File: src/spsb_pkg.sv
// Constants, types and helpers for the shared SENT line polling logic
// Notes on behaviour
// - Out-of-sync sensor, not from collision, loads slot from measured marking id.
// - Power-up offline option keeps sensor offline until sync or resync.
// - Without power-up offline, start with slot counter 0 and online.
// - Idle resync clears slot counter when line stays high over 510 ticks.
// - Responding sensor keeps line high at least 7 ticks before frame.
// - Gap stretched so 70.4 us pass from pulse rise to sync end.
// - Output request sends a frame with held data if pending, else fresh.
// - Zero-slot sampling holds data on output request rise for slot 0.
// - Sampling disabled without zero-slot sampling never holds, returns current data.
// - Sample pulse makes every sampling sensor hold data at its rise.
// - Sample addressing 0 means broadcast, no answer; 1 also addresses a sensor.
// - Diagnostic addressing 0: broadcast, no frame, self-test unless disabled.
// - Diagnostic addressing 1: addressed sensor sends nothing, self-tests if enabled.
// - Synchronise pulse sets slot counter so next addressing targets slot 0.
// - Short-trigger windows: output 15-19, sample 31-39, diag 56-70, sync 93-115.
// - Long-trigger windows: output 9-81, sync 105-171, diag 216-264, no sample.
// - Addressed mode: zero to three increments follow; count equal to id responds.
// - Increment sequence ends after about 18 ticks high, stretched if needed.
// - Addressed windows: output 15-19, sample 31-39, diag 56-70, no sync.
// - Sequential slot counter advances per addressing pulse, wraps, skips broadcasts.
// - Slot marking gap is 7, 18, 36 or 62 ticks per identity.
// - Measured transmitter id unequal to slot counter sends sensor offline.
package spsb_pkg;

	localparam int MSG_W = 3;
	localparam int DIV_W = 8;
	localparam int SLOT_W = 2;
	localparam int WID_W = 9;
	localparam int HIGH_W = 10;
	localparam int ELAP_W = 17;

	localparam logic [MSG_W-1:0] OUTMSG_LONG = 3'h3;
	localparam logic [MSG_W-1:0] OUTMSG_SHORT = 3'h4;

	// Low pulse windows in ticks
	localparam logic [WID_W-1:0] S_OUT_MIN = 9'h00f;
	localparam logic [WID_W-1:0] S_OUT_MAX = 9'h013;
	localparam logic [WID_W-1:0] S_SMP_MIN = 9'h01f;
	localparam logic [WID_W-1:0] S_SMP_MAX = 9'h027;
	localparam logic [WID_W-1:0] S_DIAG_MIN = 9'h038;
	localparam logic [WID_W-1:0] S_DIAG_MAX = 9'h046;
	localparam logic [WID_W-1:0] S_SYNC_MIN = 9'h05d;
	localparam logic [WID_W-1:0] S_SYNC_MAX = 9'h073;
	localparam logic [WID_W-1:0] L_OUT_MIN = 9'h009;
	localparam logic [WID_W-1:0] L_OUT_MAX = 9'h051;
	localparam logic [WID_W-1:0] L_SYNC_MIN = 9'h069;
	localparam logic [WID_W-1:0] L_SYNC_MAX = 9'h0ab;
	localparam logic [WID_W-1:0] L_DIAG_MIN = 9'h0d8;
	localparam logic [WID_W-1:0] L_DIAG_MAX = 9'h108;
	localparam logic [WID_W-1:0] INC_MIN = 9'h003;
	localparam logic [WID_W-1:0] INC_MAX = 9'h008;

	// High times in ticks
	localparam logic [HIGH_W-1:0] MIN_GAP_TICKS = 10'h007;
	localparam logic [HIGH_W-1:0] ADDR_END_TICKS = 10'h012;
	localparam logic [HIGH_W-1:0] IDLE_TICKS = 10'h1fe;
	localparam logic [HIGH_W-1:0] MARK_D0 = 10'h007;
	localparam logic [HIGH_W-1:0] MARK_D1 = 10'h012;
	localparam logic [HIGH_W-1:0] MARK_D2 = 10'h024;
	localparam logic [HIGH_W-1:0] MARK_D3 = 10'h03e;
	localparam logic [HIGH_W-1:0] MARK_SPLIT1 = 10'h00d;
	localparam logic [HIGH_W-1:0] MARK_SPLIT2 = 10'h01b;
	localparam logic [HIGH_W-1:0] MARK_SPLIT3 = 10'h031;
	localparam logic [HIGH_W-1:0] MARK_TIMEOUT = 10'h050;

	// Processing time from pulse rise to end of sync, in core clocks
	localparam int CLK_PERIOD_NS = 40;
	localparam int PROC_TIME_NS = 70400;
	localparam logic [ELAP_W-1:0] PROC_CYC =
		ELAP_W'((PROC_TIME_NS + CLK_PERIOD_NS - 1) / CLK_PERIOD_NS);
	localparam logic [ELAP_W-1:0] SYNC_TICKS = 17'h00038;

	typedef enum logic [2:0] {
		FN_NONE, FN_OUTPUT, FN_SAMPLE, FN_DIAG, FN_SYNC, FN_INC
	} spsb_fn_t;

	typedef enum logic [1:0] {ST_IDLE, ST_INC_WAIT, ST_GAP} spsb_state_t;

	function automatic logic spsb_in_win(input logic [WID_W-1:0] w,
		input logic [WID_W-1:0] lo, input logic [WID_W-1:0] hi);
		return (w >= lo) && (w <= hi);
	endfunction

	function automatic spsb_fn_t spsb_decode(input logic [WID_W-1:0] w,
		input logic long_mode, input logic addressed, input logic inc_ok);
		spsb_fn_t f;
		f = FN_NONE;
		if (long_mode) begin
			if (spsb_in_win(w, L_OUT_MIN, L_OUT_MAX)) f = FN_OUTPUT;
			else if (spsb_in_win(w, L_SYNC_MIN, L_SYNC_MAX)) f = FN_SYNC;
			else if (spsb_in_win(w, L_DIAG_MIN, L_DIAG_MAX)) f = FN_DIAG;
		end else begin
			if (spsb_in_win(w, S_OUT_MIN, S_OUT_MAX)) f = FN_OUTPUT;
			else if (spsb_in_win(w, S_SMP_MIN, S_SMP_MAX)) f = FN_SAMPLE;
			else if (spsb_in_win(w, S_DIAG_MIN, S_DIAG_MAX)) f = FN_DIAG;
			else if (!addressed && spsb_in_win(w, S_SYNC_MIN, S_SYNC_MAX))
				f = FN_SYNC;
		end
		if (inc_ok && spsb_in_win(w, INC_MIN, INC_MAX)) f = FN_INC;
		return f;
	endfunction

	function automatic logic [HIGH_W-1:0] spsb_mark_delay(
		input logic [SLOT_W-1:0] id);
		case (id)
			2'h0: return MARK_D0;
			2'h1: return MARK_D1;
			2'h2: return MARK_D2;
			default: return MARK_D3;
		endcase
	endfunction

	function automatic logic [SLOT_W-1:0] spsb_mark_id(
		input logic [HIGH_W-1:0] t);
		if (t < MARK_SPLIT1) return 2'h0;
		if (t < MARK_SPLIT2) return 2'h1;
		if (t < MARK_SPLIT3) return 2'h2;
		return 2'h3;
	endfunction

	function automatic logic [SLOT_W-1:0] spsb_wrap(
		input logic [SLOT_W-1:0] s, input logic [SLOT_W-1:0] max_slot);
		return (s >= max_slot) ? 2'h0 : SLOT_W'(s + 2'h1);
	endfunction

endpackage

File: src/spsb_meter_if.sv
// Carrier between the line meter and the polling logic
`timescale 1ns/10ps
interface spsb_meter_if;
	logic fell;
	logic rose;
	logic level;
	logic [spsb_pkg::WID_W-1:0] low_width;
	logic [spsb_pkg::HIGH_W-1:0] high_ticks;
	modport meter(output fell, rose, level, low_width, high_ticks);
	modport user(input fell, rose, level, low_width, high_ticks);
endinterface

File: src/spsb_shared_poll.sv
// Sensor-side function pulse decoder and slot logic for a shared SENT line
`timescale 1ns/10ps
module spsb_shared_poll (
	input wire logic core_clk_in,
	input wire logic rst_in,
	input wire logic line_in,
	input wire logic line_collision_in,
	input wire logic cfg_addressed_in,
	input wire logic [spsb_pkg::MSG_W-1:0] cfg_outmsg_in,
	input wire logic [spsb_pkg::DIV_W-1:0] cfg_tick_div_in,
	input wire logic [spsb_pkg::SLOT_W-1:0] cfg_sensor_id_in,
	input wire logic [spsb_pkg::SLOT_W-1:0] cfg_max_slot_in,
	input wire logic cfg_slot_marking_in,
	input wire logic cfg_slot_sync_in,
	input wire logic cfg_por_offline_in,
	input wire logic cfg_idle_sync_in,
	input wire logic cfg_zero_sample_in,
	input wire logic cfg_no_sample_in,
	input wire logic cfg_sample_adr_in,
	input wire logic cfg_diag_adr_in,
	input wire logic cfg_diag_enable_in,
	output logic frame_req_out,
	output logic frame_held_out,
	output logic sample_hold_out,
	output logic diag_start_out,
	output logic resync_pending_state_out,
	output logic [spsb_pkg::SLOT_W-1:0] slot_index_counter_out
);
	import spsb_pkg::*;

	// ****************************************************************
	// Line meter
	// ****************************************************************
	spsb_meter_if meter_bus();

	spsb_line_meter u_meter (
		.core_clk_in(core_clk_in),
		.rst_in(rst_in),
		.line_in(line_in),
		.tick_div_in(cfg_tick_div_in),
		.m(meter_bus)
	);

	// ****************************************************************
	// State
	// ****************************************************************
	spsb_state_t state_reg, state_next;
	spsb_fn_t pend_fn_reg, pend_fn_next;
	logic [SLOT_W-1:0] slot_index_counter_reg, slot_index_counter_next;
	logic [SLOT_W-1:0] target_reg, target_next;
	logic [SLOT_W-1:0] inc_cnt_reg, inc_cnt_next;
	logic resync_pending_state_reg, resync_pending_state_next;
	logic collided_reg, collided_next;
	logic held_reg, held_next;
	logic respond_reg, respond_next;
	logic measure_reg, measure_next;
	logic fired_reg, fired_next;
	logic init_done_reg, init_done_next;
	logic [ELAP_W-2:0] elapsed_reg, elapsed_next;
	logic frame_req_reg, frame_req_next;
	logic frame_held_reg, frame_held_next;
	logic sample_reg, sample_next;
	logic diag_reg, diag_next;

	// ****************************************************************
	// Decoding
	// ****************************************************************
	wire addr_mode_w = cfg_addressed_in;
	wire long_w = !addr_mode_w && (cfg_outmsg_in == OUTMSG_LONG);
	wire in_inc_w = state_reg == ST_INC_WAIT;
	spsb_fn_t fn_w;
	assign fn_w = spsb_decode(meter_bus.low_width, long_w, addr_mode_w,
		in_inc_w);
	wire pulse_w = meter_bus.rose && (fn_w != FN_NONE);
	wire is_out_w = fn_w == FN_OUTPUT;
	wire is_smp_w = fn_w == FN_SAMPLE;
	wire is_diag_w = fn_w == FN_DIAG;
	wire adr_fn_w = is_out_w || (is_smp_w && cfg_sample_adr_in) ||
		(is_diag_w && cfg_diag_adr_in);
	wire online_w = !resync_pending_state_reg;
	wire sync_w = pulse_w && (fn_w == FN_SYNC);
	wire seq_addr_w = pulse_w && !addr_mode_w && adr_fn_w;
	wire addressed_shared_polling_addr_w = pulse_w && addr_mode_w && adr_fn_w;
	wire inc_w = pulse_w && (fn_w == FN_INC);
	wire smp_hold_w = pulse_w && is_smp_w && !cfg_no_sample_in;
	wire zero_hold_w = seq_addr_w && is_out_w && cfg_zero_sample_in &&
		(slot_index_counter_reg == 2'h0);
	wire diag_bcast_w = pulse_w && is_diag_w && !cfg_diag_adr_in &&
		cfg_diag_enable_in;
	wire seq_me_w = slot_index_counter_reg == cfg_sensor_id_in;
	wire idle_w = cfg_idle_sync_in && meter_bus.level &&
		(meter_bus.high_ticks > IDLE_TICKS);
	wire addr_end_w = in_inc_w && meter_bus.level &&
		(meter_bus.high_ticks >= ADDR_END_TICKS);
	wire addressed_shared_polling_me_w = inc_cnt_reg == cfg_sensor_id_in;
	wire [HIGH_W-1:0] need_w = (!addr_mode_w && cfg_slot_marking_in) ?
		spsb_mark_delay(cfg_sensor_id_in) : MIN_GAP_TICKS;
	wire [ELAP_W-1:0] extra_w = SYNC_TICKS * {9'h000, cfg_tick_div_in};
	wire [ELAP_W-1:0] spent_w = {1'b0, elapsed_reg} + extra_w;
	wire proc_ok_w = spent_w >= PROC_CYC;
	wire gap_ok_w = meter_bus.level && proc_ok_w &&
		(meter_bus.high_ticks >= need_w);
	wire in_gap_w = state_reg == ST_GAP;
	wire frame_fire_w = in_gap_w && !meter_bus.fell && !pulse_w &&
		respond_reg && !fired_reg && gap_ok_w;
	wire [SLOT_W-1:0] mark_id_w = spsb_mark_id(meter_bus.high_ticks);
	wire eval_w = in_gap_w && !pulse_w && meter_bus.fell && measure_reg;
	wire mismatch_w = eval_w && online_w && (mark_id_w != target_reg);
	wire reload_w = eval_w && !online_w && !collided_reg &&
		cfg_slot_sync_in;
	wire timeout_w = measure_reg && (meter_bus.high_ticks > MARK_TIMEOUT);

	// ****************************************************************
	// Next state
	// ****************************************************************
	always_comb begin
		state_next = state_reg;
		pend_fn_next = pend_fn_reg;
		slot_index_counter_next = slot_index_counter_reg;
		target_next = target_reg;
		inc_cnt_next = inc_cnt_reg;
		resync_pending_state_next = resync_pending_state_reg;
		collided_next = collided_reg;
		held_next = held_reg;
		respond_next = respond_reg;
		measure_next = measure_reg;
		fired_next = fired_reg;
		init_done_next = 1'b1;
		elapsed_next = (&elapsed_reg) ? elapsed_reg :
			(ELAP_W-1)'(elapsed_reg + 16'h0001);
		frame_req_next = 1'b0;
		frame_held_next = frame_held_reg;
		sample_next = smp_hold_w || zero_hold_w;
		diag_next = diag_bcast_w;
		if (smp_hold_w || zero_hold_w) held_next = 1'b1;
		if (pulse_w && !inc_w) elapsed_next = 16'h0000;
		if (!init_done_reg) begin
			slot_index_counter_next = 2'h0;
			resync_pending_state_next = cfg_por_offline_in;
		end
		if (sync_w) begin
			slot_index_counter_next = 2'h0;
			resync_pending_state_next = 1'b0;
			collided_next = 1'b0;
			state_next = ST_IDLE;
		end else if (seq_addr_w) begin
			target_next = slot_index_counter_reg;
			slot_index_counter_next = spsb_wrap(slot_index_counter_reg,
				cfg_max_slot_in);
			respond_next = seq_me_w && online_w && !is_diag_w;
			if (is_diag_w && seq_me_w && cfg_diag_enable_in)
				diag_next = 1'b1;
			measure_next = cfg_slot_marking_in;
			fired_next = 1'b0;
			state_next = ST_GAP;
		end else if (addressed_shared_polling_addr_w) begin
			pend_fn_next = fn_w;
			inc_cnt_next = 2'h0;
			state_next = ST_INC_WAIT;
		end else if (inc_w) begin
			if (inc_cnt_reg != 2'h3)
				inc_cnt_next = SLOT_W'(inc_cnt_reg + 2'h1);
		end else if (pulse_w) begin
			state_next = ST_IDLE;
		end else begin
			case (state_reg)
				ST_INC_WAIT: begin
					if (addr_end_w) begin
						target_next = inc_cnt_reg;
						respond_next = addressed_shared_polling_me_w && (pend_fn_reg != FN_DIAG);
						if (addressed_shared_polling_me_w && pend_fn_reg == FN_DIAG &&
							cfg_diag_enable_in)
							diag_next = 1'b1;
						measure_next = 1'b0;
						fired_next = 1'b0;
						state_next = ST_GAP;
					end
				end
				ST_GAP: begin
					if (meter_bus.fell) begin
						state_next = ST_IDLE;
						if (mismatch_w) resync_pending_state_next = 1'b1;
						if (reload_w) begin
							slot_index_counter_next = spsb_wrap(mark_id_w,
								cfg_max_slot_in);
							resync_pending_state_next = 1'b0;
						end
					end else if (frame_fire_w) begin
						frame_req_next = 1'b1;
						frame_held_next = held_reg;
						held_next = 1'b0;
						fired_next = 1'b1;
						if (!measure_reg) state_next = ST_IDLE;
					end else if (!respond_reg && !measure_reg) begin
						state_next = ST_IDLE;
					end else if (timeout_w) begin
						state_next = ST_IDLE;
					end
				end
				default: state_next = ST_IDLE;
			endcase
		end
		if (idle_w) begin
			slot_index_counter_next = 2'h0;
			resync_pending_state_next = 1'b0;
			collided_next = 1'b0;
		end
		if (line_collision_in) begin
			resync_pending_state_next = 1'b1;
			collided_next = 1'b1;
		end
	end

	// ****************************************************************
	// Registers
	// ****************************************************************
	always_ff @(posedge core_clk_in or posedge rst_in) begin
		if (rst_in) begin
			state_reg <= ST_IDLE;
			pend_fn_reg <= FN_NONE;
			slot_index_counter_reg <= 2'h0;
			target_reg <= 2'h0;
			inc_cnt_reg <= 2'h0;
			resync_pending_state_reg <= 1'b1;
			collided_reg <= 1'b0;
			held_reg <= 1'b0;
			respond_reg <= 1'b0;
			measure_reg <= 1'b0;
			fired_reg <= 1'b0;
			init_done_reg <= 1'b0;
			elapsed_reg <= 16'hffff;
			frame_req_reg <= 1'b0;
			frame_held_reg <= 1'b0;
			sample_reg <= 1'b0;
			diag_reg <= 1'b0;
		end else begin
			state_reg <= state_next;
			pend_fn_reg <= pend_fn_next;
			slot_index_counter_reg <= slot_index_counter_next;
			target_reg <= target_next;
			inc_cnt_reg <= inc_cnt_next;
			resync_pending_state_reg <= resync_pending_state_next;
			collided_reg <= collided_next;
			held_reg <= held_next;
			respond_reg <= respond_next;
			measure_reg <= measure_next;
			fired_reg <= fired_next;
			init_done_reg <= init_done_next;
			elapsed_reg <= elapsed_next;
			frame_req_reg <= frame_req_next;
			frame_held_reg <= frame_held_next;
			sample_reg <= sample_next;
			diag_reg <= diag_next;
		end
	end

	assign frame_req_out = frame_req_reg;
	assign frame_held_out = frame_held_reg;
	assign sample_hold_out = sample_reg;
	assign diag_start_out = diag_reg;
	assign resync_pending_state_out = resync_pending_state_reg;
	assign slot_index_counter_out = slot_index_counter_reg;
endmodule

File: src/spsb_line_meter.sv
// Line edge detector and tick-based low and high time meter
`timescale 1ns/10ps
module spsb_line_meter (
	input wire logic core_clk_in,
	input wire logic rst_in,
	input wire logic line_in,
	input wire logic [spsb_pkg::DIV_W-1:0] tick_div_in,
	spsb_meter_if.meter m
);
	import spsb_pkg::*;

	logic prev_reg;
	logic fell_reg;
	logic rose_reg;
	logic [DIV_W-1:0] tick_cnt_reg;
	logic [WID_W-1:0] low_cnt_reg;
	logic [WID_W-1:0] width_reg;
	logic [HIGH_W-1:0] high_reg;

	wire fell_w = prev_reg && !line_in;
	wire rose_w = !prev_reg && line_in;
	wire edge_w = fell_w || rose_w;
	wire [DIV_W-1:0] div_last_w = (tick_div_in == 8'h00) ? 8'h00 :
		DIV_W'(tick_div_in - 8'h01);
	wire tick_w = tick_cnt_reg >= div_last_w;
	wire low_sat_w = &low_cnt_reg;
	wire high_sat_w = &high_reg;

	// Tick phase restarts at every edge so widths count from the edge
	always_ff @(posedge core_clk_in or posedge rst_in) begin
		if (rst_in) begin
			prev_reg <= 1'b1;
			fell_reg <= 1'b0;
			rose_reg <= 1'b0;
			tick_cnt_reg <= 8'h00;
			low_cnt_reg <= 9'h000;
			width_reg <= 9'h000;
			high_reg <= 10'h000;
		end else begin
			prev_reg <= line_in;
			fell_reg <= fell_w;
			rose_reg <= rose_w;
			tick_cnt_reg <= (edge_w || tick_w) ? 8'h00 :
				DIV_W'(tick_cnt_reg + 8'h01);
			// Fall is seen one clock late, so the count starts at one
			if (fell_w) low_cnt_reg <= 9'h001;
			else if (tick_w && !prev_reg && !low_sat_w)
				low_cnt_reg <= WID_W'(low_cnt_reg + 9'h001);
			if (rose_w) width_reg <= low_cnt_reg;
			if (rose_w) high_reg <= 10'h000;
			else if (tick_w && prev_reg && !high_sat_w)
				high_reg <= HIGH_W'(high_reg + 10'h001);
		end
	end

	assign m.fell = fell_reg;
	assign m.rose = rose_reg;
	assign m.level = prev_reg;
	assign m.low_width = width_reg;
	assign m.high_ticks = high_reg;
endmodule

File: config.mk
export PLATFORM = sky130hd
export DESIGN_NAME = spsb_shared_poll
export DESIGN_NICKNAME = d
export VERILOG_FILES = /design/src/spsb_pkg.sv /design/src/spsb_meter_if.sv /design/src/spsb_shared_poll.sv /design/src/spsb_line_meter.sv
export SDC_FILE = /design/constraint.sdc
export NUM_CORES = 1
export LEC_CHECK = 0
export BUFFER_PORTS_ARGS = -buffer_cell sky130_fd_sc_hd__buf_4
export CORE_MARGIN = 2
export CORE_UTILIZATION = 60
export CTS_CLUSTER_DIAMETER = 40
export DETAILED_ROUTE_END_ITERATION = 7
export PLACE_DENSITY = 0.82
export SLEW_MARGIN = 20
export SYNTH_ARGS = -nofsm -noshare
export SYNTH_HDL_FRONTEND = slang
export SYNTH_SLANG_ARGS = --single-unit
File: constraint.sdc
create_clock -name core_clk_in -period 5.5 [get_ports core_clk_in]
set_input_delay 1.65 -clock core_clk_in [delete_from_list [all_inputs] [get_ports core_clk_in]]
set_output_delay 1.65 -clock core_clk_in [all_outputs]
set_load 0.01 [all_outputs]
### Yosys cells after proc, flatten, opt, wreduce, memory -nomap -nowiden

Index checks and enable logic that the tools add are counted.

* reduce and logical (&&, ||, !) cells: 106
* order comparisons: 27
* multipliers: 1
* equality and inequality tests: 27
* add/subtract/negate cells: 9
* multiplexer cells: 124
* bitwise gates (word level): 6

Operators with widths (number)
* 2-to-1 mux 2 bit: 39
* 2-to-1 mux 1 bit: 65
* logical AND 1 bit: 64
* 2-to-1 mux 16 bit: 2
* 2-to-1 mux 10 bit: 3
* <= comparator 9 x 7 -> 1 bit (second input constant): 3
* 2-to-1 mux 3 bit: 8
* greater-or-equal comparator 9 x 4 -> 1 bit (second input constant): 2
* greater-or-equal comparator 9 x 7 -> 1 bit (second input constant): 2
* 2-to-1 mux 9 bit: 2
* case mux 6 bit (3 select lines): 1
* adder 16 x 14 -> 17 bit: 1
* greater-or-equal comparator 17 x 11 -> 1 bit (second input constant): 1
* adder 16 x 1 -> 16 bit (second input constant): 1
* logical NOT 1 bit: 16
* 2-to-1 mux 8 bit: 2
* AND reduction 16 bit: 1
* AND reduction 8 bit: 2
* == test 3 x 2 -> 1 bit (second input constant): 4
* nonzero test 2 bit: 6
* multiplier 3 x 8 -> 11 bit (first input constant): 1
* adder 10 x 1 -> 10 bit (second input constant): 1
* greater-or-equal comparator 10 bit: 1
* greater-or-equal comparator 10 x 5 -> 1 bit (second input constant): 1
* other kinds (47): 71

* word-level logic and storage cells: 324
* input bits: 29
* register bits: 77
* output and inout bits: 7

### Longest topological paths before layout

Gate-level depths: netlist of the first run.

* word-level depth: 28
* depth in mapped cells: 19
* mapped depth without buffers: 19

### Cells and area by module

Synthesis of the first run repeated with hierarchy kept, for this count alone.

* cell total of the unflattened synthesis: 661
* area total of the unflattened synthesis: 6070.8 µm²

By module, submodules not included
* spsb_shared_poll: area each 3887.5 µm², times used 1, seq. area each 972.2 µm², cells each 443
* spsb_line_meter: area each 2183.3 µm², times used 1, seq. area each 977.2 µm², cells each 218

### Least setup slack after synthesis of the first run

No wires, ideal clock.

* kind: input-to-reg
* from: in cfg_tick_div_in[0] (netlist name)
* to: reg state_reg[1]
* buffers on the path: 0
* arrival time: 5263 ps
* library setup time: 124 ps
* stages: 19
* slack: 113 ps
* required time: 5376 ps
* cell sequence: fa_1 ha_1 inv_1 fa_1 inv_1 a21oi_1 o21ai_0 a21o_1 nand2_1 nand2_1 xnor2_1 ha_1 a221oi_1 a21oi_1 a211o_1 a2111o_1 o311ai_1 a211oi_1 o31a_1

* word-level cells in the longest chain between the ends: 14
* elaborated cells on any way between the ends: 17
* those cells by class: add/sub (1); mul (1); order compare (1); eq/ne (2); mux (8); reduce/logical (4)

RTL lines
* start, declared: RTL line spsb_shared_poll.sv:10 `input wire logic [spsb_pkg::DIV_W-1:0] cfg_tick_div_in,`
* multiplier 3 x 8 -> 11 bit (*): RTL line spsb_shared_poll.sv:98 `wire [ELAP_W-1:0] extra_w = SYNC_TICKS * {9'h000, cfg_tick_div_in};`
* adder 16 x 14 -> 17 bit (*): RTL line spsb_shared_poll.sv:99 `wire [ELAP_W-1:0] spent_w = {1'b0, elapsed_reg} + extra_w;`
* greater-or-equal comparator 17 x 11 -> 1 bit (*): RTL line spsb_shared_poll.sv:100 `wire proc_ok_w = spent_w >= PROC_CYC;`
* logical AND 1 bit (*) (2 in a row): RTL line spsb_shared_poll.sv:101 `wire gap_ok_w = meter_bus.level && proc_ok_w &&`
* logical AND 1 bit (*): RTL line spsb_shared_poll.sv:105 `respond_reg && !fired_reg && gap_ok_w;`
* 2-to-1 mux 2 bit: RTL line spsb_shared_poll.sv:188 `end else if (frame_fire_w) begin`
* 2-to-1 mux 2 bit: RTL line spsb_shared_poll.sv:180 `if (meter_bus.fell) begin`
* case mux 2 bit (2 select lines): RTL line spsb_shared_poll.sv:166 `case (state_reg)`
* 2-to-1 mux 2 bit: RTL line spsb_shared_poll.sv:163 `end else if (pulse_w) begin`
* 2-to-1 mux 2 bit: RTL line spsb_shared_poll.sv:160 `end else if (inc_w) begin`
* 2-to-1 mux 2 bit: RTL line spsb_shared_poll.sv:156 `end else if (addressed_shared_polling_addr_w) begin`
* 2-to-1 mux 2 bit: RTL line spsb_shared_poll.sv:146 `end else if (seq_addr_w) begin`
* 2-to-1 mux 2 bit: RTL line spsb_shared_poll.sv:141 `if (sync_w) begin`
* end signal, assigned: RTL line spsb_shared_poll.sv:237 `state_reg <= state_next;`
* end, declared: RTL line spsb_shared_poll.sv:47 `spsb_state_t state_reg, state_next;`

Every way passes the cells marked *; elsewhere a longest branch is shown, timed or not. The select of a mux whose other input is x is not followed.
A chain may end at the register's enable or synchronous reset.

### Final worst setup path of the first run

* from: in cfg_tick_div_in[0] (netlist name)
* to: reg frame_held_reg, in the netlist frame_held_out

* word-level cells in the longest chain between the ends: 7

RTL lines
* multiplier 3 x 8 -> 11 bit: RTL line spsb_shared_poll.sv:98
* adder 16 x 14 -> 17 bit: RTL line spsb_shared_poll.sv:99
* greater-or-equal comparator 17 x 11 -> 1 bit: RTL line spsb_shared_poll.sv:100
* logical AND 1 bit (2 in a row): RTL line spsb_shared_poll.sv:101
* logical AND 1 bit: RTL line spsb_shared_poll.sv:105
* AND reduction 8 bit (no source line)
* end signal, assigned: RTL line spsb_shared_poll.sv:251 `frame_held_reg <= frame_held_next;`
* end, declared: RTL line spsb_shared_poll.sv:61 `logic frame_held_reg, frame_held_next;`

Every way passes these cells.

==> results of run 1 <==
==> worst reg2reg max path, delay by kind of cell (launching register included) <==
| family | cells | cell delay [ps] |
|---|---|---|
| multiplexers | 1 | 290 |
| AO/OA/AOI/OAI | 6 | 1770 |
| AND/OR/NAND/NOR | 2 | 200 |
| flip-flops | 1 | 610 |
| adder cells (fa/ha/maj) | 1 | 270 |
==> layout by cell type, fill, tap and decap left out, types with 11 or more instances in the layout <==
cell     synthesis  final
nor3_1          14     14
dfstp_2         18     18
a21oi_1         33     33
nor2_1          64     64
buf_4            2     47
nand2_1         61     60
xnor2_1         18     17
dfrtp_1         59     59
nand3_1         28     28
a21o_1          11     11
mux2_2          12     12
ha_1            62     62
o21ai_0         34     32
inv_1           47     46
and3_1          15     15
xor2_1          20     20
==> through the flow <==
step | instance area [µm²] | setup TNS [ps] | total power, mW | worst slack [ps]
3_3_place_gp | 6360 | -199 | 1.32 | -111
2_1_floorplan | 5940 | 0 | 1.19 | 113
6_report | 6590 | 0 | 1.76 | 205
5_1_grt | 6590 | 0 | 1.89 | 20.2
4_1_cts | 6530 | 0 | 1.76 | 108
3_5_place_dp | 6360 | -707 | 1.37 | -267
==> final cells by class <==
cell class | instances | area [µm²] | area share [%]
multi-input combinational | 520 | 3770 | 57.2
sequential | 77 | 1950 | 29.6
timing repair buffer | 47 | 353 | 5.36
inverter | 48 | 180 | 2.74
tap | 133 | 166 | 2.53
clock buffer | 10 | 128 | 1.94
clock inverter | 6 | 40.0 | 0.608
==> kinds of logic after synthesis <==
family                   after synthesis
AND/OR/NAND/NOR                      248
flip-flops                            77
multiplexers                          20
AO/OA/AOI/OAI                        142
adder cells (fa/ha/maj)               71
buffers and inverters                 63
other                                  1
XOR/XNOR                              38
==> power breakdown <==
part           total, mW  switching (mW)  internal [mW]
combinational      0.627           0.343          0.284
sequential         0.754          0.0869          0.667
clock              0.382           0.219          0.163
total               1.76           0.649           1.12
==> worst max path at each step <==
stage / start / to / cells after the start
floorplan: cfg_tick_div_in[0] / state_reg[1]$_DFFE_PP0P_ / 19
global placement: cfg_tick_div_in[0] / state_reg[1]$_DFFE_PP0P_ / 20
detailed placement: cfg_tick_div_in[0] / state_reg[1]$_DFFE_PP0P_ / 20
CTS: cfg_tick_div_in[0] / state_reg[1]$_DFFE_PP0P_ / 20
global route: cfg_tick_div_in[0] / frame_held_out$_DFFE_PP0P_ / 20
finish: cfg_tick_div_in[0] / frame_held_out$_DFFE_PP0P_ / 18
==> layer usage <==
layer	share of wire, %	wire length (µm)	up-vias	GRT usage, %
met3	3.8	499	28	3.36
met2	49	6410	123	43.4
met5	0	0	-	0
met4	2.6	344	0	9.92
li1	-	-	2435	-
met1	44	5770	2382	33.1
==> repair_timing <==
action                     in CTS  in global routing
setup endpoints to repair       0                  4
resized for setup               0                 11
hold buffers                    0                  0
==> results.tsv, run 1 <==
stage	metric	value	unit
setup_path	slowest_stage	fa_1	
cts	clk_pin_slew	80	ps
grt	grt_pass1_wl	21600	µm
placed_design	numPortBuffers	35	
setup_path	startpoint_type	input port	
floorplanning	io_pins	36	
sta	drv_slew	0	
logic_synthesis	async_reset_ff_share	100	%
grt	grt_antenna_before_repair	0	
floorplanning	core.rowCount	36	
finish	fin_nets	803	
hold_path	hp-class	reg2reg	
setup_path	path_cells	buf_4, fa_1, ha_1, inv_1, fa_1, inv_1, a21oi_1, o21ai_1, buf_4, xor2_1, ha_1, o41ai_1, a21oi_1, a211o_1, a2111o_1, o311ai_4, nor2_2, mux2_2	
cts	cts_sinks	77	
hold_path	hold_depth	1	
logic_synthesis	syn_area	0.00594	mm²
finish	largest_register_ffs	16	
cts	cts_buffers	9	
routing	drtAntennaViolNets	0	
hold_path	min_from	collided_reg$_DFFE_PP0P_	
setup_path	worst-path-max-fanout	4	
floorplanning	die_y	103	µm
setup_path	path_buf_inv	4	
floorplanning	start_util	61.3	%
setup_path	crit_type	in2reg	
setup_path	worstPathArrival	5530	ps
setup_path	crit_family	compound AO/OA/AOI/OAI gates	
placed_design	hpwl	9810	µm
floorplanning	core	0.00968	mm²
cts	h-tree-depth	3	
logic_synthesis	synthAdderAreaFrac	16.1	%
logic_synthesis	synth_top_cell_by_area	dfrtp_1	
pwr	power.leakage	3.08	nW
routing	via_count	4968	
logic_synthesis	synth_top_area_share	24.9	%
sta	rsz0062_at_grt	no	
setup_path	r2r_slack	2240	ps
finish	syn_to_final_growth	11.0	%
logic_synthesis	ys_seq_elements	77	
setup_path	rr_startpoint	elapsed_reg[4]$_DFFE_PP1P_	
finish	n_antenna_cell	0	
routing	wirelength	13000	µm
grt	grt_pass1_vias	4737	
logic_synthesis	yosys.area_share.simple	20.9	%
routing	via_per_inst	5.91	
logic_synthesis	synth_compound_area_share	16.3	%
grt	grt_max_degree	44	
logic_synthesis	yosys_warnings	0	
grt	overflow	0	
cts	cts_root_buffer	clkbuf_8	
finish	final_cells	841	
floorplanning	die_area	0.0107	mm²
logic_synthesis	synth_edf_count	0	
setup_path	endpoint_kind	flop	
sta	post-route-period-util	96.3	%
setup_path	max_stage_delay	530	ps
finish	final_util	68.0	%
run_status	status	finished clean	
logic_synthesis	yosys-top-cells-count	64 x nor2_1, 62 x ha_1, 61 x nand2_1, 59 x dfrtp_1, 47 x inv_1	
logic_synthesis	syn_nets	760	
routing	drt_iter0_markers	279	
cts	post_cts_buffers	0	
sta	max_freq	0.189	GHz
setup_path	cp.required	5740	ps
cts	insertion_delay	360	ps
sta	tightest_slew	930	ps
flow_run	max_cap_viol_count	0	
grt	grt_usage	25.5	%
routing	drc	0	
sta	slew_headroom	38.0	%
logic_synthesis	yosys-top-cells-area	dfrtp_1 25%, ha_1 13%, dfstp_2 8.0%	
cts	cts_tree	done	
sta	holdWs	488	ps
routing	dr.pass1.iters	5	
logic_synthesis	avgSynthCellArea	8.99	µm²
placed_design	place_congestion	0.898	
logic_synthesis	synthXorXnorAreaFrac	5.61	%
routing	wl_per_cell	15.5	µm
cts	clockBufferDepth	2	
logic_synthesis	synth.distinct_cells	78	
logic_synthesis	yosys.cell_count.top_type	nor2_1	
logic_synthesis	ys_seq_area_share	32.8	%
sta	hold_viol_final	0	
sta	min_period	5290	ps
finish	drive_gt1_share	16.0	%
placed_design	placed_cells	825	
sta	finClkSkew	9.82	ps
floorplanning	die-width	103	µm
logic_synthesis	synth_top_family_by_area	simple AND/OR/NAND/NOR gates	
logic_synthesis	synthCells	660	
pwr	power_density	268	mW/mm²
finish	nFillCells	764	
sta	setup_viol	0	
hold_path	hold_path_end	collided_reg$_DFFE_PP0P_	
logic_synthesis	muxShareOfSynthArea	3.63	%
logic_synthesis	synthFlopType	dfrtp_1	
pwr	ir_drop	0.000159	V
setup_path	reg2reg_depth	10	
setup_path	reg2reg_to	frame_held_out$_DFFE_PP0P_	
No activity file was read; power rests on OpenSTA's default activity.
==> inputs of run 2 (changes only) <==
--- a/config.mk
+++ b/config.mk
@@ -6,7 +6,6 @@
 export NUM_CORES = 1
 export LEC_CHECK = 0
 export BUFFER_PORTS_ARGS = -buffer_cell sky130_fd_sc_hd__buf_4
-export CORE_MARGIN = 2
 export CORE_UTILIZATION = 60
 export CTS_CLUSTER_DIAMETER = 40
 export DETAILED_ROUTE_END_ITERATION = 7
@@ -14,4 +13,5 @@
 export SLEW_MARGIN = 20
 export SYNTH_ARGS = -nofsm -noshare
 export SYNTH_HDL_FRONTEND = slang
+export SYNTH_HIERARCHICAL = 1
 export SYNTH_SLANG_ARGS = --single-unit
==> run 2 against run 1 <==
Design area is 4.2% higher. Global-route usage is 1.9 points higher. Synthesized cell count up 0.15%. Sequential power rose by 4.9%. Power grew 16%. Sequential share of layout area decreased by 1.2 points.
==> results.tsv, run 2 <==
stage	metric	value	unit	change
finish	final_util	70.2	%	was 68.0%
sta	hold_viol_final	0		unchanged
setup_path	cp.required	5740	ps	about the same
logic_synthesis	muxShareOfSynthArea	3.79	%	was 3.63%
grt	grt_usage	27.4	%	was 25.5%
finish	nFillCells	744		was 764
logic_synthesis	synth_top_family_by_area	simple AND/OR/NAND/NOR gates		unchanged
finish	syn_to_final_growth	13.1	%	was 11.0%
cts	cts_buffers	9		unchanged
flow_run	max_cap_viol_count	0		unchanged
logic_synthesis	yosys-top-cells-count	59 x dfrtp_1, 58 x nor2_1, 52 x ha_1, 48 x a21oi_1, 47 x nand2_1		was 64 x nor2_1, 62 x ha_1, 61 x nand2_1, 59 x dfrtp_1, 47 x inv_1
pwr	power_density	298	mW/mm²	was 268 mW/mm²
routing	wl_per_cell	15.9	µm	was 15.5 µm
pwr	ir_drop	0.000167	V	was 0.000159 V
logic_synthesis	synth_top_cell_by_area	dfrtp_1		unchanged
finish	largest_register_ffs	16		unchanged
hold_path	hold_depth	1		unchanged
routing	drc	0		unchanged
setup_path	startpoint_type	input port		unchanged
logic_synthesis	yosys.area_share.simple	21.6	%	was 20.9%
setup_path	worstPathArrival	5650	ps	was 5530 ps
placed_design	place_congestion	0.869		was 0.898
placed_design	hpwl	10200	µm	was 9810 µm
sta	slew_headroom	48.2	%	was 38.0%
floorplanning	die_area	0.0105	mm²	was 0.0107 mm²
logic_synthesis	synth.distinct_cells	86		was 78
cts	cts_tree	done		unchanged
placed_design	placed_cells	836		was 825
finish	final_common_cell	buf_4		was nor2_1
logic_synthesis	yosys.cell_count.top_type	dfrtp_1		was nor2_1
run_status	status	finished clean		unchanged
logic_synthesis	ys_seq_elements	77		unchanged
finish	fin_nets	807		was 803
routing	dr.pass1.iters	5		unchanged
finish	final_cell_mix	61 x buf_4, 59 x dfrtp_1, 58 x nor2_1		was 64 x nor2_1, 62 x ha_1, 60 x nand2_1
logic_synthesis	yosys_warnings	6		was 0
cts	h-tree-depth	3		unchanged
setup_path	crit_type	in2reg		unchanged
grt	grt_antenna_before_repair	0		unchanged
cts	insertion_delay	360	ps	about the same
setup_path	reg2reg_depth	9		was 10
pwr	total_power	2.04	mW	was 1.76 mW
cts	cts_root_buffer	clkbuf_8		unchanged
finish	final_cells	855		was 841
floorplanning	core	0.00977	mm²	was 0.00968 mm²
sta	max_freq	0.185	GHz	was 0.189 GHz
routing	via_per_inst	6.03		was 5.91
logic_synthesis	syn_area	0.00607	mm²	was 0.00594 mm²
logic_synthesis	synthXorXnorAreaFrac	6.06	%	was 5.61%
floorplanning	die-width	103	µm	about the same
sta	fin_ws	88.0	ps	was 205 ps
logic_synthesis	ys_seq_area_share	32.1	%	was 32.8%
cts	clk_pin_slew	80	ps	about the same
sta	min_period	5410	ps	was 5290 ps
cts	hold_buffers	0		unchanged
logic_synthesis	synthFlopType	dfrtp_1		unchanged
logic_synthesis	yosys-top-cells-area	dfrtp_1 24%, ha_1 11%, dfstp_2 7.8%		was dfrtp_1 25%, ha_1 13%, dfstp_2 8.0%
floorplanning	io_pins	36		unchanged
logic_synthesis	synthCells	661		was 660
finish	drive_gt1_share	20.1	%	was 16.0%
sta	tightest_slew	777	ps	was 930 ps
hold_path	hp-class	reg2reg		unchanged
pwr	power.leakage	3.07	nW	was 3.08 nW
finish	n_antenna_cell	0		unchanged
floorplanning	start_util	62.1	%	was 61.3%
placed_design	numPortBuffers	35		unchanged
cts	clockBufferDepth	2		unchanged
sta	post-route-period-util	98.4	%	was 96.3%
grt	grt_pass1_wl	22700	µm	was 21600 µm
sta	drv_slew	0		unchanged
logic_synthesis	synth_edf_count	0		unchanged
routing	wirelength	13600	µm	was 13000 µm
logic_synthesis	synth_top_area_share	24.3	%	was 24.9%
placed_design	post-place-ws	-471	ps	was -267 ps
grt	grt_pass1_vias	4960		was 4737
cts	cts_sinks	77		unchanged
sta	finClkSkew	11.3	ps	was 9.82 ps
logic_synthesis	syn_nets	751		was 760
grt	grt_max_degree	40		was 44
logic_synthesis	async_reset_ff_share	100	%	unchanged
logic_synthesis	synth_compound_area_share	18.6	%	was 16.3%
floorplanning	core.rowCount	36		unchanged
floorplanning	die_y	103	µm	about the same
setup_path	endpoint_kind	flop		unchanged
routing	via_count	5155		was 4968
routing	drtAntennaViolNets	0		unchanged
routing	drt_iter0_markers	237		was 279
sta	rsz0062_at_grt	yes		was no
logic_synthesis	synthAdderAreaFrac	13.7	%	was 16.1%
grt	overflow	0		unchanged
sta	setup_viol	0		unchanged
logic_synthesis	avgSynthCellArea	9.18	µm²	was 8.99 µm²
setup_path	worst-path-max-fanout	4		unchanged
run 2: cell types whose count changed after synthesis, moves of 6 or more:
cell	before	now
nand3_1	28	17
ha_1	62	52
a21oi_1	33	48
inv_1	47	37
nor2_1	64	58
nand2_1	61	47
run 2: through the flow:
stage / area [µm²] / TNS (ps) / hold slack, ps
3_3_place_gp: 6620 / -507 / 474
2_1_floorplan: 6110 / -9.97 / 455
4_1_cts: 6840 / 0 / 500
5_1_grt: 6860 / -116 / 546
6_report: 6860 / 0 / 498
3_5_place_dp: 6620 / -1780 / 478
run 2: logic make-up (layout without fill, tap and decap cells):
logic type	count (synthesis)	after routing
AND/OR/NAND/NOR	240	240
XOR/XNOR	42	42
multiplexers	21	21
adder cells (fa/ha/maj)	61	61
other	1	1
AO/OA/AOI/OAI	164	164
flip-flops	77	77
buffers and inverters	55	116
run 2: layout make-up:
type / count / area, µm² / share of cell area, %
clock buffer: 10 / 128 / 1.86
inverter: 37 / 139 / 2.02
timing repair buffer: 63 / 484 / 7.05
clock inverter: 6 / 61.3 / 0.893
multi-input combinational: 529 / 3940 / 57.3
sequential: 77 / 1950 / 28.4
tap: 133 / 166 / 2.42
run 2: timing repair:
action | in CTS | in global routing
buffers inserted | 2 | 1
setup endpoints to repair | 2 | 3
pin swaps | 5 | 3
resized for setup | 5 | 8
run 2: critical path, cell delays in order:
cell	delay (ps)
buf_8	100
fa_1	550
ha_2	190
inv_2	40
fa_2	360
inv_2	60
a21oi_2	50
o21ai_2	170
a21o_1	140
a21o_1	140
xnor2_1	80
ha_1	340
a21o_1	180
a41oi_2	220
mux2i_1	210
a21oi_1	100
or4_4	560
and2_4	180
a221o_1	320
run 2: final timing paths:
check | slack (ps) | endpoint | startpoint
worst max-delay path | 90 | state_reg[1]$_DFFE_PP0P_ | cfg_tick_div_in[2]
worst min-delay path | 500 | fired_reg$_DFFE_PP0P_ | fired_reg$_DFFE_PP0P_
worst max register to register | 2310 | state_reg[1]$_DFFE_PP0P_ | elapsed_reg[4]$_DFFE_PP1P_
worst min register to register | 500 | fired_reg$_DFFE_PP0P_ | fired_reg$_DFFE_PP0P_
max in group asynchronous | 3700 | u_meter/m.level$_DFF_PP1_ | rst_in
min in group asynchronous | 1420 | init_done_reg$_DFF_PP0_ | rst_in
run 2: power by group:
group / total (mW) / leakage (nW) / switching (mW) / internal [mW]
combinational: 0.827 / 2.00 / 0.420 / 0.406
clock: 0.427 / 0.101 / 0.217 / 0.210
sequential: 0.791 / 0.978 / 0.108 / 0.683
total: 2.04 / 3.07 / 0.746 / 1.30
run 2: metal layers:
layer  share of wire, %  global-route usage (%)
met3                4.0                    4.27
met2                 50                    46.3
met1                 45                    36.0
met4                1.4                    8.90
met5                  0                       0
==> inputs of run 3 (changes only) <==
--- a/config.mk
+++ b/config.mk
@@ -5,11 +5,11 @@
 export SDC_FILE = /design/constraint.sdc
 export NUM_CORES = 1
 export LEC_CHECK = 0
-export BUFFER_PORTS_ARGS = -buffer_cell sky130_fd_sc_hd__buf_4
 export CORE_UTILIZATION = 60
 export CTS_CLUSTER_DIAMETER = 40
 export DETAILED_ROUTE_END_ITERATION = 7
-export PLACE_DENSITY = 0.82
+export DONT_BUFFER_PORTS = 1
+export PLACE_DENSITY = 0.79
 export SLEW_MARGIN = 20
 export SYNTH_ARGS = -nofsm -noshare
 export SYNTH_HDL_FRONTEND = slang
==> run 3 against run 2 <==
Maximum frequency up 2.3%. First-iteration DRC count increased by 2.1%. Hold slack got worse by 11 ps. Sequential share of layout area grew 1.6 points. Critical path type unchanged. Largest cell class unchanged.
==> results.tsv, run 3 (synthesis results as in run 2) <==
stage	metric	value	unit	change
cts	cts_buffers	9		unchanged
pwr	power_density	305	mW/mm²	was 298 mW/mm²
finish	final_cell_mix	59 x dfrtp_1, 58 x nor2_1, 50 x ha_1		was 61 x buf_4, 59 x dfrtp_1, 58 x nor2_1
sta	max_freq	0.189	GHz	was 0.185 GHz
floorplanning	io_pins	36		unchanged
sta	fin_ws	211	ps	was 88.0 ps
setup_path	reg2reg_depth	9		unchanged
placed_design	numPortBuffers	0		was 35
placed_design	post-place-ws	-266	ps	was -471 ps
floorplanning	start_util	62.1	%	unchanged
sta	min_period	5290	ps	was 5410 ps
cts	clockBufferDepth	2		unchanged
floorplanning	core.rowCount	36		unchanged
cts	cts_sinks	77		unchanged
cts	cts_tree	done		unchanged
finish	syn_to_final_growth	6.86	%	was 13.1%
sta	rsz0062_at_grt	no		was yes
sta	drv_slew	0		unchanged
finish	largest_register_ffs	16		unchanged
routing	drt_iter0_markers	242		was 237
sta	finClkSkew	9.37	ps	was 11.3 ps
finish	n_antenna_cell	0		unchanged
routing	drc	0		unchanged
sta	hold_viol_final	0		unchanged
finish	drive_gt1_share	13.4	%	was 20.1%
sta	post-route-period-util	96.2	%	was 98.4%
grt	grt_pass1_vias	4701		was 4960
placed_design	hpwl	10200	µm	about the same
grt	grt_usage	26.6	%	was 27.4%
cts	h-tree-depth	3		unchanged
floorplanning	die_y	103	µm	unchanged
setup_path	startpoint_type	input port		unchanged
routing	via_count	5016		was 5155
sta	tightest_slew	853	ps	was 777 ps
setup_path	cp.required	5760	ps	was 5740 ps
routing	drtAntennaViolNets	0		unchanged
pwr	power.leakage	2.83	nW	was 3.07 nW
grt	grt_max_degree	40		unchanged
sta	setup_viol	0		unchanged
finish	nFillCells	832		was 744
setup_path	worstPathArrival	5550	ps	was 5650 ps
grt	overflow	0		unchanged
finish	fin_nets	759		was 807
cts	hold_buffers	0		unchanged
cts	cts_root_buffer	clkbuf_8		unchanged
floorplanning	core	0.00977	mm²	unchanged
routing	via_per_inst	6.22		was 6.03
sta	holdWs	487	ps	was 498 ps
floorplanning	die_area	0.0105	mm²	unchanged
placed_design	place_congestion	0.832		was 0.869
routing	wirelength	13400	µm	was 13600 µm
pwr	ir_drop	0.000214	V	was 0.000167 V
setup_path	path_cells	fa_1, ha_2, inv_2, fa_2, inv_1, a21oi_1, o21ai_1, a21o_1, a21o_1, xnor2_1, ha_1, a21o_1, a41oi_2, mux2i_1, a21oi_1, or4_1, and2_4, a221o_1		was buf_8, fa_1, ha_2, inv_2, fa_2, inv_2, a21oi_2, o21ai_2, a21o_1, a21o_1, xnor2_1, ha_1, a21o_1, a41oi_2, mux2i_1, a21oi_1, or4_4, and2_4, a221o_1
flow_run	max_cap_viol_count	0		unchanged
setup_path	worst-path-max-fanout	7		was 4
cts	clk_pin_slew	80	ps	about the same
grt	grt_antenna_before_repair	0		unchanged
sta	slew_headroom	43.1	%	was 48.2%
routing	dr.pass1.iters	5		unchanged
hold_path	hp-class	reg2reg		unchanged
setup_path	crit_type	in2reg		unchanged
run_status	status	finished clean		unchanged
setup_path	max_stage_delay	580	ps	was 560 ps
hold_path	hold_depth	1		unchanged
finish	final_common_cell	dfrtp_1		was buf_4
finish	final_util	66.4	%	was 70.2%
setup_path	slowest_stage	or4_1		was or4_4
setup_path	path_common_cell	a21o_1		unchanged
setup_path	endpoint_kind	flop		unchanged
grt	grt_pass1_wl	21700	µm	was 22700 µm
routing	wl_per_cell	16.6	µm	was 15.9 µm
cts	insertion_delay	370	ps	was 360 ps
floorplanning	die-width	103	µm	unchanged
## run 3: where the power goes
group          switching (mW)  total [mW]  leakage [nW]  internal [mW]
clock network           0.202       0.424        0.0947          0.222
registers               0.112       0.795         0.978          0.683
logic                   0.399       0.759          1.76          0.360
total                   0.713        1.98          2.83           1.26
## run 3: metal layers
layer  vias up  routed length, µm  global-route usage (%)
li1       2427                  -                       -
met1      2458               6110                    34.7
met2       108               6560                    44.2
met3        23                481                    4.81
met4         0                270                    9.89
met5         -                  0                       0
## run 3: timing repair
item                                    4_1_cts  5_1_grt
buffers inserted                              0        0
endpoints found under the setup margin        0        2
gates resized for setup                       0        6
## run 3: critical path, delay by kind of cell
family | cells | cell delay [ps]
AND/OR/NAND/NOR | 2 | 770
AO/OA/AOI/OAI | 8 | 1280
adder cells (fa/ha/maj) | 4 | 1410
XOR/XNOR | 1 | 80
multiplexers | 1 | 220
buffers and inverters | 2 | 110
## run 3: final timing paths
path,startpoint,slack (ps),end
max in group asynchronous,rst_in,3850,u_meter/m.level$_DFF_PP1_
max reg2reg,elapsed_reg[4]$_DFFE_PP1P_,2300,state_reg[1]$_DFFE_PP0P_
min in group asynchronous,rst_in,1280,u_meter/tick_cnt_reg[6]$_DFF_PP0_
min,fired_reg$_DFFE_PP0P_,490,fired_reg$_DFFE_PP0P_
min reg2reg,fired_reg$_DFFE_PP0P_,490,fired_reg$_DFFE_PP0P_
max,cfg_tick_div_in[2],210,state_reg[1]$_DFFE_PP0P_
## run 3: area by class of cell
cell class | instances | area (µm²) | area share (%)
Clock buffer | 14 | 153 | 2.35
Tap cell | 133 | 166 | 2.57
Clock inverter | 2 | 35.0 | 0.540
Inverter | 37 | 139 | 2.14
Timing Repair Buffer | 15 | 113 | 1.74
Multi-Input combinational cell | 529 | 3930 | 60.6
Sequential cell | 77 | 1950 | 30.0
## run 3: metrics by stage
| step | power (mW) | cell area [µm²] | std cells | TNS (ps) |
|---|---|---|---|---|
| 2_1_floorplan | 1.34 | 6110 | 661 | -9.97 |
| 3_3_place_gp | 1.49 | 6280 | 791 | -167 |
| 3_5_place_dp | 1.54 | 6280 | 791 | -800 |
| 4_1_cts | 1.97 | 6470 | 807 | 0 |
| 5_1_grt | 2.10 | 6490 | 807 | 0 |
| 6_report | 1.98 | 6490 | 807 | 0 |
